File: src/core/mmio_pkg.sv
// Operation
// - Pin six function chosen by trigger enable and interrupt B enable bits
// - Pin six as general I/O follows its own direction bit
// - Pin five is interrupt input A when enabled, else direction-controlled I/O
// - Pins four to two plain I/O; pin one E clock, pin zero system clock
// - Modes one to four expanded, mode seven single-chip; ports follow mode
// - Port two has five pins: I/O in single-chip, bus control when expanded
// - Expanded: port two direction all ones, pins carry the five bus strobes
// - Single-chip: port two pin drives its latch when direction bit is one
// - Port two direction bits are write-only and read back as ones
// - Port two bits seven to five ignore writes and read as one
// - Reset and hardware standby load port two direction with its reset value
// - Software standby keeps port two direction and output drive
// - Expanded mode holds port two direction at ones, ignoring writes
// - Port two data read gives latch for outputs, pin level for inputs
// - Port three eight pins: data bus when expanded, I/O in single-chip
// - Single-chip: port three pin drives its latch when direction bit is one
// - Port three direction is write-only and reads as all ones
// - Reset and hardware standby clear port three direction
// - Software standby keeps port three direction and output drive
// - Port three data read gives latch for outputs, pin level for inputs
// - Reset and hardware standby clear port three data
package mmio_pkg;

    // Register indices; byte address is four times the index
    localparam logic [15:0] IDX_P1_DIR = 16'hFE80;
    localparam logic [15:0] IDX_P2_DIR = 16'hFE81;
    localparam logic [15:0] IDX_P1_DATA = 16'hFE82;
    localparam logic [15:0] IDX_P2_DATA = 16'hFE83;
    localparam logic [15:0] IDX_P3_DIR = 16'hFE84;
    localparam logic [15:0] IDX_P3_DATA = 16'hFE86;
    localparam logic [15:0] IDX_P1_SEL = 16'hFE8F;
    localparam logic [31:0] ADDR_P1_DIR = {14'h0000, IDX_P1_DIR, 2'b00};
    localparam logic [31:0] ADDR_P2_DIR = {14'h0000, IDX_P2_DIR, 2'b00};
    localparam logic [31:0] ADDR_P1_DATA = {14'h0000, IDX_P1_DATA, 2'b00};
    localparam logic [31:0] ADDR_P2_DATA = {14'h0000, IDX_P2_DATA, 2'b00};
    localparam logic [31:0] ADDR_P3_DIR = {14'h0000, IDX_P3_DIR, 2'b00};
    localparam logic [31:0] ADDR_P3_DATA = {14'h0000, IDX_P3_DATA, 2'b00};
    localparam logic [31:0] ADDR_P1_SEL = {14'h0000, IDX_P1_SEL, 2'b00};

    // Reset values
    localparam logic [7:0] RST_P1_DIR = 8'h00;
    localparam logic [7:0] RST_P1_DATA = 8'h00;
    localparam logic [7:0] RST_P1_SEL = 8'h00;
    localparam logic [7:0] RST_P2_DIR = 8'hE0;
    localparam logic [7:0] RST_P2_DATA = 8'hE0;
    localparam logic [7:0] RST_P3_DIR = 8'h00;
    localparam logic [7:0] RST_P3_DATA = 8'h00;

    // Port two layout: five live bits, three reserved that read one
    localparam int P2_WIDTH = 5;
    localparam logic [2:0] P2_RSVD_READ = 3'h7;
    localparam logic [7:0] ALL_ONES = 8'hFF;

    // Port one select register fields
    localparam int SEL_TRIG_BIT = 0;
    localparam int SEL_INTA_BIT = 5;
    localparam int SEL_INTB_BIT = 6;

    // Port one pin positions
    localparam int P1_PHI_PIN = 0;
    localparam int P1_E_PIN = 1;
    localparam int P1_INTA_PIN = 5;
    localparam int P1_SIX_PIN = 6;

    // Operating mode codes
    localparam logic [2:0] MODE_EXP_LO = 3'h1;
    localparam logic [2:0] MODE_EXP_HI = 3'h4;
    localparam logic [2:0] MODE_SINGLE = 3'h7;
    // Edges after reset release before the mode straps are trusted
    localparam logic [1:0] MODE_SETTLE = 2'h2;

    // Bus phase tracking
    typedef enum logic [1:0] {
        PH_IDLE,
        PH_WRITE,
        PH_READ_WAIT,
        PH_READ_DONE
    } mmio_phase_e;

    // Bus control strobes from the external bus controller, pin order 4..0
    typedef struct packed {
        logic write_strobe;
        logic read_strobe;
        logic data_strobe;
        logic read_write;
        logic address_strobe;
    } mmio_busctl_s;

    // Port one pin functions handed to the interrupt and converter blocks
    typedef struct packed {
        logic intr_a_pin_enable;
        logic intr_b_pin_enable;
        logic conv_trigger_pin_enable;
        logic interrupt_input_a;
        logic interrupt_input_b;
        logic external_conversion_trigger;
    } mmio_p1func_s;

endpackage : mmio_pkg

File: src/core/mmio_ports.sv
// Local design decision: the AHB-Lite interface to the registers.
`timescale 1ns/1ps
module mmio_ports (
    // Clock and reset
    input wire logic clk,
    input wire logic resetn,
    // Mode straps and standby
    input wire logic [2:0] mode_pins,
    input wire logic hw_standby_n,
    input wire logic sw_standby,
    // AHB-Lite slave
    input wire logic hsel,
    input wire logic [31:0] haddr,
    input wire logic [1:0] htrans,
    input wire logic hwrite,
    input wire logic [2:0] hsize,
    input wire logic [31:0] hwdata,
    input wire logic hready,
    output logic hreadyout,
    output logic hresp,
    output logic [31:0] hrdata,
    // Clock sources for port one pins zero and one
    input wire logic phi_clock,
    input wire logic e_clock,
    // External bus side
    input wire mmio_pkg::mmio_busctl_s bus_ctl,
    input wire logic [7:0] ext_data_out,
    input wire logic ext_data_drive,
    output logic [7:0] ext_data_in,
    // Port one function outputs
    output mmio_pkg::mmio_p1func_s p1_func,
    // Port one pins
    input wire logic [7:0] p1_in,
    output logic [7:0] p1_out,
    output logic [7:0] p1_oe_n,
    // Port two pins
    input wire logic [4:0] p2_in,
    output logic [4:0] p2_out,
    output logic [4:0] p2_oe_n,
    // Port three pins
    input wire logic [7:0] p3_in,
    output logic [7:0] p3_out,
    output logic [7:0] p3_oe_n
);

    // Reset release synchroniser
    logic rst_s1;
    logic rst_n;

    always_ff @(posedge clk or negedge resetn) begin
        if (!resetn) begin
            rst_s1 <= 1'b0;
            rst_n <= 1'b0;
        end else begin
            rst_s1 <= 1'b1;
            rst_n <= rst_s1;
        end
    end

    // Pin input synchronisers; first stage feeds only the second
    logic [7:0] p1_s1;
    logic [7:0] p1_sync;
    logic [4:0] p2_s1;
    logic [4:0] p2_sync;
    logic [7:0] p3_s1;
    logic [7:0] p3_sync;
    logic [2:0] mode_s1;
    logic [2:0] mode_sync;
    logic hws_s1;
    logic hws_sync_n;

    always_ff @(posedge clk or negedge rst_n) begin
        if (!rst_n) begin
            p1_s1 <= 8'h00;
            p1_sync <= 8'h00;
            p2_s1 <= 5'h00;
            p2_sync <= 5'h00;
            p3_s1 <= 8'h00;
            p3_sync <= 8'h00;
            mode_s1 <= 3'h0;
            mode_sync <= 3'h0;
            hws_s1 <= 1'b1;
            hws_sync_n <= 1'b1;
        end else begin
            p1_s1 <= p1_in;
            p1_sync <= p1_s1;
            p2_s1 <= p2_in;
            p2_sync <= p2_s1;
            p3_s1 <= p3_in;
            p3_sync <= p3_s1;
            mode_s1 <= mode_pins;
            mode_sync <= mode_s1;
            hws_s1 <= hw_standby_n;
            hws_sync_n <= hws_s1;
        end
    end

    // Mode straps caught once, after the synchroniser has filled
    logic [1:0] mode_wait;
    logic [2:0] mode;
    logic mode_taken;

    always_ff @(posedge clk or negedge rst_n) begin
        if (!rst_n) begin
            mode_wait <= 2'h0;
            mode_taken <= 1'b0;
            mode <= mmio_pkg::MODE_SINGLE;
        end else if (!mode_taken) begin
            mode_wait <= mode_wait + 2'h1;
            if (mode_wait == mmio_pkg::MODE_SETTLE) begin
                mode <= mode_sync;
                mode_taken <= 1'b1;
            end
        end
    end

    // Mode decode; unlisted codes fall back to single-chip pins
    wire expanded = mode_taken && (mode >= mmio_pkg::MODE_EXP_LO) && (mode <= mmio_pkg::MODE_EXP_HI);
    wire hw_standby = !hws_sync_n;

    // Bus phase machine; reads take one wait state so writes land first
    mmio_pkg::mmio_phase_e phase;
    mmio_pkg::mmio_phase_e next_phase;
    logic [31:0] ph_addr;
    wire accept = hsel && htrans[1] && hready;

    always_comb begin
        next_phase = phase;
        case (phase)
            mmio_pkg::PH_READ_WAIT: begin
                next_phase = mmio_pkg::PH_READ_DONE;
            end
            default: begin
                if (accept && hwrite) begin
                    next_phase = mmio_pkg::PH_WRITE;
                end else if (accept) begin
                    next_phase = mmio_pkg::PH_READ_WAIT;
                end else begin
                    next_phase = mmio_pkg::PH_IDLE;
                end
            end
        endcase
    end

    always_ff @(posedge clk or negedge rst_n) begin
        if (!rst_n) begin
            phase <= mmio_pkg::PH_IDLE;
            ph_addr <= 32'h0000_0000;
        end else begin
            phase <= next_phase;
            if (accept && phase != mmio_pkg::PH_READ_WAIT) begin
                ph_addr <= haddr;
            end
        end
    end

    assign hreadyout = (phase != mmio_pkg::PH_READ_WAIT);
    assign hresp = 1'b0;

    // Write strobes, one per register
    wire wr = (phase == mmio_pkg::PH_WRITE);
    wire wr_p1_dir = wr && (ph_addr == mmio_pkg::ADDR_P1_DIR);
    wire wr_p1_data = wr && (ph_addr == mmio_pkg::ADDR_P1_DATA);
    wire wr_p1_sel = wr && (ph_addr == mmio_pkg::ADDR_P1_SEL);
    wire wr_p2_dir = wr && (ph_addr == mmio_pkg::ADDR_P2_DIR) && !expanded;
    wire wr_p2_data = wr && (ph_addr == mmio_pkg::ADDR_P2_DATA);
    wire wr_p3_dir = wr && (ph_addr == mmio_pkg::ADDR_P3_DIR);
    wire wr_p3_data = wr && (ph_addr == mmio_pkg::ADDR_P3_DATA);
    wire [7:0] wbyte = hwdata[7:0];

    // Registers; hardware standby reinitialises, software standby does not
    logic [7:0] p1_dir;
    logic [7:0] p1_data;
    logic [7:0] p1_sel;
    logic [4:0] p2_dir;
    logic [4:0] p2_data;
    logic [7:0] p3_dir;
    logic [7:0] p3_data;

    always_ff @(posedge clk or negedge rst_n) begin
        if (!rst_n) begin
            p1_dir <= mmio_pkg::RST_P1_DIR;
            p1_data <= mmio_pkg::RST_P1_DATA;
            p1_sel <= mmio_pkg::RST_P1_SEL;
            p2_dir <= mmio_pkg::RST_P2_DIR[4:0];
            p2_data <= mmio_pkg::RST_P2_DATA[4:0];
            p3_dir <= mmio_pkg::RST_P3_DIR;
            p3_data <= mmio_pkg::RST_P3_DATA;
        end else if (hw_standby) begin
            p1_dir <= mmio_pkg::RST_P1_DIR;
            p1_data <= mmio_pkg::RST_P1_DATA;
            p1_sel <= mmio_pkg::RST_P1_SEL;
            p2_dir <= mmio_pkg::RST_P2_DIR[4:0];
            p2_data <= mmio_pkg::RST_P2_DATA[4:0];
            p3_dir <= mmio_pkg::RST_P3_DIR;
            p3_data <= mmio_pkg::RST_P3_DATA;
        end else begin
            // Software standby has no term here, so all state holds
            if (wr_p1_dir) p1_dir <= wbyte;
            if (wr_p1_data) p1_data <= wbyte;
            if (wr_p1_sel) p1_sel <= wbyte;
            if (wr_p2_dir) p2_dir <= wbyte[4:0];
            if (wr_p2_data) p2_data <= wbyte[4:0];
            if (wr_p3_dir) p3_dir <= wbyte;
            if (wr_p3_data) p3_data <= wbyte;
        end
    end

    // Port one select bits
    wire trig_en = p1_sel[mmio_pkg::SEL_TRIG_BIT];
    wire inta_en = p1_sel[mmio_pkg::SEL_INTA_BIT];
    wire intb_en = p1_sel[mmio_pkg::SEL_INTB_BIT];

    // Port one drive: pin six only as plain I/O, pin five unless interrupt A
    wire six_plain = !trig_en && !intb_en;
    logic [7:0] p1_drive;
    assign p1_drive = {p1_dir[7],
                       p1_dir[6] && six_plain,
                       p1_dir[5] && !inta_en,
                       p1_dir[4:0]};
    // Clock pins pass the clock itself, not the latch
    wire [7:0] p1_value = {p1_data[7:2], e_clock, phi_clock};

    assign p1_out = p1_value;
    assign p1_oe_n = hw_standby ? 8'hFF : ~p1_drive;

    // Pin six may feed both functions at once; idle level is high
    assign p1_func.intr_a_pin_enable = inta_en;
    assign p1_func.intr_b_pin_enable = intb_en;
    assign p1_func.conv_trigger_pin_enable = trig_en;
    assign p1_func.interrupt_input_a = inta_en ? p1_sync[mmio_pkg::P1_INTA_PIN] : 1'b1;
    assign p1_func.interrupt_input_b = intb_en ? p1_sync[mmio_pkg::P1_SIX_PIN] : 1'b1;
    assign p1_func.external_conversion_trigger = trig_en ? p1_sync[mmio_pkg::P1_SIX_PIN] : 1'b1;

    // Port two: strobes when expanded, latch when single-chip
    wire [4:0] p2_dir_eff = expanded ? 5'h1F : p2_dir;
    assign p2_out = expanded ? bus_ctl : p2_data;
    // Drive holds through software standby
    assign p2_oe_n = hw_standby ? 5'h1F : ~p2_dir_eff;

    // Port three: data bus when expanded, latch when single-chip
    assign p3_out = expanded ? ext_data_out : p3_data;
    wire [7:0] p3_drive = expanded ? {8{ext_data_drive}} : p3_dir;
    assign p3_oe_n = hw_standby ? 8'hFF : ~p3_drive;
    assign ext_data_in = p3_sync;

    // Read values: latch for outputs (port one pins one and zero give their clocks), synchronised pin for inputs
    wire [7:0] p1_rd = (p1_drive & p1_value) | (~p1_drive & p1_sync);
    wire [4:0] p2_rd = (p2_dir_eff & p2_data) | (~p2_dir_eff & p2_sync);
    wire [7:0] p3_rd = (p3_dir & p3_data) | (~p3_dir & p3_sync);

    // Read mux; unmapped reads return zero with an OKAY answer
    logic [7:0] rd_byte;
    always_comb begin
        if (ph_addr == mmio_pkg::ADDR_P1_DIR) begin
            rd_byte = mmio_pkg::ALL_ONES;
        end else if (ph_addr == mmio_pkg::ADDR_P1_DATA) begin
            rd_byte = p1_rd;
        end else if (ph_addr == mmio_pkg::ADDR_P1_SEL) begin
            rd_byte = p1_sel;
        end else if (ph_addr == mmio_pkg::ADDR_P2_DIR) begin
            rd_byte = mmio_pkg::ALL_ONES;
        end else if (ph_addr == mmio_pkg::ADDR_P2_DATA) begin
            rd_byte = {mmio_pkg::P2_RSVD_READ, p2_rd};
        end else if (ph_addr == mmio_pkg::ADDR_P3_DIR) begin
            rd_byte = mmio_pkg::ALL_ONES;
        end else if (ph_addr == mmio_pkg::ADDR_P3_DATA) begin
            rd_byte = p3_rd;
        end else begin
            rd_byte = 8'h00;
        end
    end

    // Read data captured in the wait cycle
    always_ff @(posedge clk or negedge rst_n) begin
        if (!rst_n) begin
            hrdata <= 32'h0000_0000;
        end else if (phase == mmio_pkg::PH_READ_WAIT) begin
            hrdata <= {24'h000000, rd_byte};
        end
    end

endmodule : mmio_ports

File: config.mk
export PLATFORM = sky130hd
export DESIGN_NAME = mmio_ports
export DESIGN_NICKNAME = d
export VERILOG_FILES = /design/src/core/mmio_pkg.sv /design/src/core/mmio_ports.sv
export SDC_FILE = /design/constraint.sdc
export NUM_CORES = 1
export LEC_CHECK = 0
export BUFFER_PORTS_ARGS = -buffer_cell sky130_fd_sc_hd__buf_2
export CORE_ASPECT_RATIO = 0.8
export CORE_MARGIN = 5
export CORE_UTILIZATION = 46
export DETAILED_ROUTE_END_ITERATION = 10
export GPL_TIMING_DRIVEN = 0
export PLACE_DENSITY_LB_ADDON = 0.12
export SLEW_MARGIN = 0
export SYNTH_ARGS = -nofsm -noshare
export SYNTH_HDL_FRONTEND = slang
export SYNTH_SLANG_ARGS = --single-unit
File: constraint.sdc
create_clock -name clk -period 4.3 [get_ports clk]
set_clock_uncertainty 0.1 [all_clocks]
set_input_delay 0.43 -clock clk [delete_from_list [all_inputs] [get_ports clk]]
set_output_delay 0.43 -clock clk [all_outputs]
set_load 0.1 [all_outputs]
* After elaboration in Yosys (flattened, before gate mapping) *
Cells that the tools add are included.

word-level totals
  output and inout port bits = 90
  bits in read-only memories = 0
  memories kept = 0
  word-level logic and storage cells = 118
  bits in latches = 0
  input port bits = 116
  flip-flop bits (word level) = 150
  memory bits (writable) = 0

operators by class
  eq/ne operators = 18
  multipliers = 0
  mux-type cells = 36
  add/sub/neg operators = 1
  order comparisons = 2
  shift-type cells = 0
  div/mod/pow operators = 0
  reduce and logical (&&, ||, !) cells = 22
  bitwise logic cells = 14

operators by type and width
  kind                                                               number
  equality test 32 x 18 -> 1 bit, second input constant              7
  2-to-1 mux 8 bit                                                   21
  2-to-1 mux 5 bit                                                   7
  bitwise AND 8 bit                                                  4
  NOT 8 bit                                                          3
  logical AND 1 bit                                                  17
  bitwise OR 8 bit                                                   2
  inequality test 2 x 1 -> 1 bit, second input constant              7
  bitwise AND 5 bit                                                  2
  2-to-1 mux 2 bit                                                   3
  2-to-1 mux 1 bit                                                   5
  NOT 5 bit                                                          1
  bitwise OR 5 bit                                                   1
  equality test 2 bit, second input constant                         2
  zero test 1 bit                                                    4
  greater-or-equal comparator 3 x 1 -> 1 bit, second input constant  1
  less-or-equal comparator 3 bit, second input constant              1
  adder 2 x 1 -> 2 bit, second input constant                        1
  equality test 2 x 1 -> 1 bit, second input constant                1
  inequality test 2 bit, second input constant                       1
  AND reduction 2 bit                                                1
  NOT 1 bit                                                          1

* Longest topological paths before layout *
  depth in word-level cells = 12
  gate-level depth with buffers = 8
  depth with buffers taken out = 5

* Worst setup path before layout *
OpenSTA, ideal clock, no wires.

  path kind = flip-flop to output port
  start = register mode[1]
  end = output port p2_oe_n[0]
  buffers on the path = 2
  required time = 3.770 ns
  data arrival time = 3.315 ns
  slack = 0.455 ns
  cell stages (with the launch flop) = 6
  cells stage by stage = dfstp_2 > or3_1 > clkbuf_1 > and3_1 > clkbuf_1 > o21ai_0

on the way
  word-level cells in the longest chain between the ends = 6

ends and longest elaborated chain
  item                                        RTL line           source
  start: declaration                          mmio_ports.sv:100  logic [2:0] mode;
  start signal: assignment                    mmio_ports.sv:107  mode <= mmio_pkg::MODE_SINGLE;
  start signal: assignment                    mmio_ports.sv:111  mode <= mode_sync;
  greater-or-equal comparator 3 x 1 -> 1 bit  mmio_ports.sv:118  wire expanded = mode_taken && (mode >= mmio_pkg::MODE_EXP_LO) && (mode <= mmio_pkg::MODE_EXP_HI);
  logical AND 1 bit                           mmio_ports.sv:118
  logical AND 1 bit (*)                       mmio_ports.sv:118
  2-to-1 mux 5 bit (*)                        mmio_ports.sv:236  wire [4:0] p2_dir_eff = expanded ? 5'h1F : p2_dir;
  NOT 5 bit (*)                               mmio_ports.sv:239  assign p2_oe_n = hw_standby ? 5'h1F : ~p2_dir_eff;
  2-to-1 mux 5 bit (*)                        mmio_ports.sv:239
  end: declaration                            mmio_ports.sv:39   output logic [4:0] p2_oe_n,

Mark *: on every way between the ends. The rest lies on a longest branch, timed or not.

* Worst setup path after layout *
  start = register mode[0]
  end = output port p3_out[4]

on the way
  word-level cells in the longest chain between the ends = 4

ends and longest elaborated chain
  item                                        RTL line           source
  greater-or-equal comparator 3 x 1 -> 1 bit  mmio_ports.sv:118
  logical AND 1 bit                           mmio_ports.sv:118
  logical AND 1 bit (*)                       mmio_ports.sv:118
  2-to-1 mux 8 bit (*)                        mmio_ports.sv:242  assign p3_out = expanded ? ext_data_out : p3_data;
  end: declaration                            mmio_ports.sv:42   output logic [7:0] p3_out,

Marks and branches as above.

==> flow_metrics.env <==
export IMPL_status="completed"
export IMPL_wl_per_cell_um=17.66
export IMPL_hp_class="in -> reg"
export IMPL_synth_ff_type="dfrtp_1"
export IMPL_setup_tns_ns=0
export IMPL_powerDensity_mw_per_mm2=494.7
export IMPL_num_vias=4699
export IMPL_yosys_area_top_type="dfrtp_1"
export IMPL_rows=38
export IMPL_leakagePower_nw=4.062
export IMPL_cts_sinks=148
export IMPL_core_sq_mm=0.01355
export IMPL_clk_pin_slew_ns=0.06
export IMPL_antenna_found_initial=1
export IMPL_synth_commonest_cells="dfrtp_1 (143), nand2_1 (118), mux2i_1 (69)"
export IMPL_clock_root_buffer="clkbuf_16"
export IMPL_area_growth_pct=31.35
export IMPL_finalInstanceArea_sq_mm=0.008367
export IMPL_fillers=1115
export IMPL_grt_overflow_total=0
export IMPL_cap_violations=0
export IMPL_synth_warnings=0
export IMPL_multi_input_area_sq_mm=0.002422
export IMPL_synthesis_area_sq_mm=0.006370
export IMPL_routed_wirelength_um=16590
export IMPL_synth_most_common_cell="dfrtp_1"
export IMPL_cp_arrival_ns=2.99
export IMPL_synth_area_leaders="dfrtp_1 (56%), mux2i_1 (11%), nand2_1 (7.0%), mux2_2 (6.2%), buf_4 (3.7%)"
export IMPL_clock_latency_ns=0.42
export IMPL_setup_viol=0
export IMPL_post_place_ws_ns=1.258
export IMPL_critical_path_max_stage_delay_ns=0.54
export IMPL_first_pass_iters=4
export IMPL_grt_max_degree=62
export IMPL_start_util_pct=47.01
export IMPL_synth_distinct_cells=46
export IMPL_ys_ff_latch=148
export IMPL_ys_seq_area_share_pct=58.24
export IMPL_crit_required_ns=3.77
export IMPL_slew_violations=0
export IMPL_cts_tree="yes"
export IMPL_post_route_util_pct=61.75
export IMPL_setup_worst_path_class="reg -> out"
export IMPL_cts_inserted_buffers=17
export IMPL_use_met3_pct=6.320
export IMPL_portBuffers=151
export IMPL_gp_congestion=0.8599
export IMPL_dieArea_sq_mm=0.01632
export IMPL_relSlewSlack_pct=46.49
export IMPL_synth_top_cell_area_share_pct=56.18
export IMPL_clockBufferDepth=2
export IMPL_synth_area_per_cell_sq_um=11.91
export IMPL_timing_final_ws_setup_ns=0.7789
export IMPL_grt_pass1_vias=5047
export IMPL_path_cells="or3_1 -> clkbuf_1 -> and3_1 -> clkbuf_1 -> clkbuf_1 -> nand2_1 -> nand2_1 -> buf_2"
export IMPL_async_reset_ff_share_pct=100.0
export IMPL_register_area_sq_mm=0.003714
export IMPL_placed_area_sq_mm=0.007500
export IMPL_critPathSlowestCell="dfstp_2"
export IMPL_critPathLaunchType="flip-flop"
export IMPL_viasPerCell=5.004
export IMPL_finalPower_w=0.004139
export IMPL_postCtsHoldBufs=12
export IMPL_global_route_usage_met1_pct=28.81
export IMPL_fmax_ghz=0.2840
export IMPL_cts_repair_resized=0
export IMPL_path_common_cell="clkbuf_1"
export IMPL_grt_pass1_wl_um=26350
export IMPL_finish_net_count=862
export IMPL_grt_use_total_pct=21.20
export IMPL_tightest_slew_ns=0.7967
export IMPL_period_needed_ns=3.521
export IMPL_remaining_drc_errors=0
export IMPL_syn_inst=535
export IMPL_htree_levels=4
export IMPL_die_w_um=141.6
export IMPL_rsz0062_at_grt="false"
export IMPL_ios=206
export IMPL_cts_setup_buffers=0
export IMPL_post_route_period_util_pct=81.89
export IMPL_postRouteAntennaNets=0
export IMPL_drtIter0Drc=291
export IMPL_grt_use_met2_pct=32.06
export IMPL_hpwlAfterDp_um=12150
export IMPL_synth_edf_count=0
export IMPL_hold_viol=0
export IMPL_path_max_fanout=10
export IMPL_cp_end_kind="primary output"
export IMPL_grt_busiest_layer="met2"
export IMPL_layout_drive_gt1_share_pct=36.15
export IMPL_ir_drop_v=0.0003688
export IMPL_dieHeight_um=115.3
cells by family (layout without fill, tap and decap cells):
family                     Yosys count  after routing  synth area share, %
AOI/OAI and AO/OA                   50             50                5.618
xor gates and xnor gates             1              1               0.1375
adders and majority gates            1              1               0.1964
buffers and inverters               56            255                5.146
DFF                                148            148                58.24
muxes                              104            104                17.03
other                                2             27               0.1179
and+or+nand+nor                    173            173                13.51
through the flow:
stage / instances / hold WS (ns)
floorplan: 559 / 0.03441
global placement: 890 / 0.1149
detailed placement: 892 / 0.1193
CTS: 936 / 0.00005368
global route: 939 / 0.003896
finish: 939 / 0.01242
flip-flops by register name, summed over array words and instances, names as in the netlist, 2 cells and up:
register and flops:
ext_data_in 8, hrdata 8, mode 3, mode_s1 3, mode_sync 3, mode_wait 2, p1_data 6, p1_dir 8
p1_s1 8, p1_sel 8, p1_sync 8, p2_data 5, p2_dir 5, p2_s1 5, p2_sync 5, p3_data 8
p3_dir 8, p3_s1 8, ph_addr 32, phase 2
critical path, delay by kind of cell (launching register included):
family        cells  cell delay (ns)
buf+inv           4             1.53
simple gates      4             0.49
flops             1             0.54
worst paths after layout:
kind                             startpoint          to  slack [ns]  cells past startpoint
worst max-delay path                mode[0]   p3_out[4]        0.78                      8
worst min-delay path               p3_in[2]    p3_s1[2]        0.01                      1
worst max register to register  ph_addr[23]   p3_dir[2]        1.87                      5
worst min register to register        rst_n  ph_addr[7]        0.20                      0
max in group asynchronous             rst_n     mode[0]        2.88                      2
min in group asynchronous             rst_n  ph_addr[7]        0.20                      0
layout make-up:
cell class | instances | area share [%]
multi-input cells | 355 | 28.95
plain buffers | 53 | 3.783
clock inverters | 12 | 3.260
clock buffers | 20 | 5.458
inverters | 3 | 0.1346
diodes | 1 | 0.02991
well taps | 180 | 2.692
repair buffers | 167 | 11.31
flip-flops and latches | 148 | 44.38
per-layer routing:
layer | part of all wire [%] | up-vias | routed length (um)
met1 | 44 | 2274 | 7300
met4 | 2.2 | 0 | 363
li1 | - | 2213 | -
met5 | 0 | - | 0
met3 | 8.5 | 30 | 1417
met2 | 45 | 182 | 7506
report_power, final:
group          internal [W]  total, W  switching, W  leakage, nW
Clock               0.00124   0.00182      0.000578        0.347
Combinational      0.000220  0.000709      0.000489         1.87
Sequential          0.00153   0.00161     0.0000864         1.85
Total               0.00299   0.00414       0.00115         4.06
placed cells by master, fill, tap and decap left out, types with 10 or more instances in the layout:
| cell | n |
|---|---|
| buf_2 | 152 |
| buf_4 | 31 |
| clkbuf_1 | 20 |
| clkbuf_16 | 17 |
| conb_1 | 26 |
| dfrtp_1 | 142 |
| dlygate4sd3_1 | 13 |
| mux2_2 | 35 |
| mux2i_1 | 69 |
| nand2_1 | 118 |
| nor2_1 | 12 |
| o21ai_0 | 10 |
No activity file was read; power rests on OpenSTA's default activity.
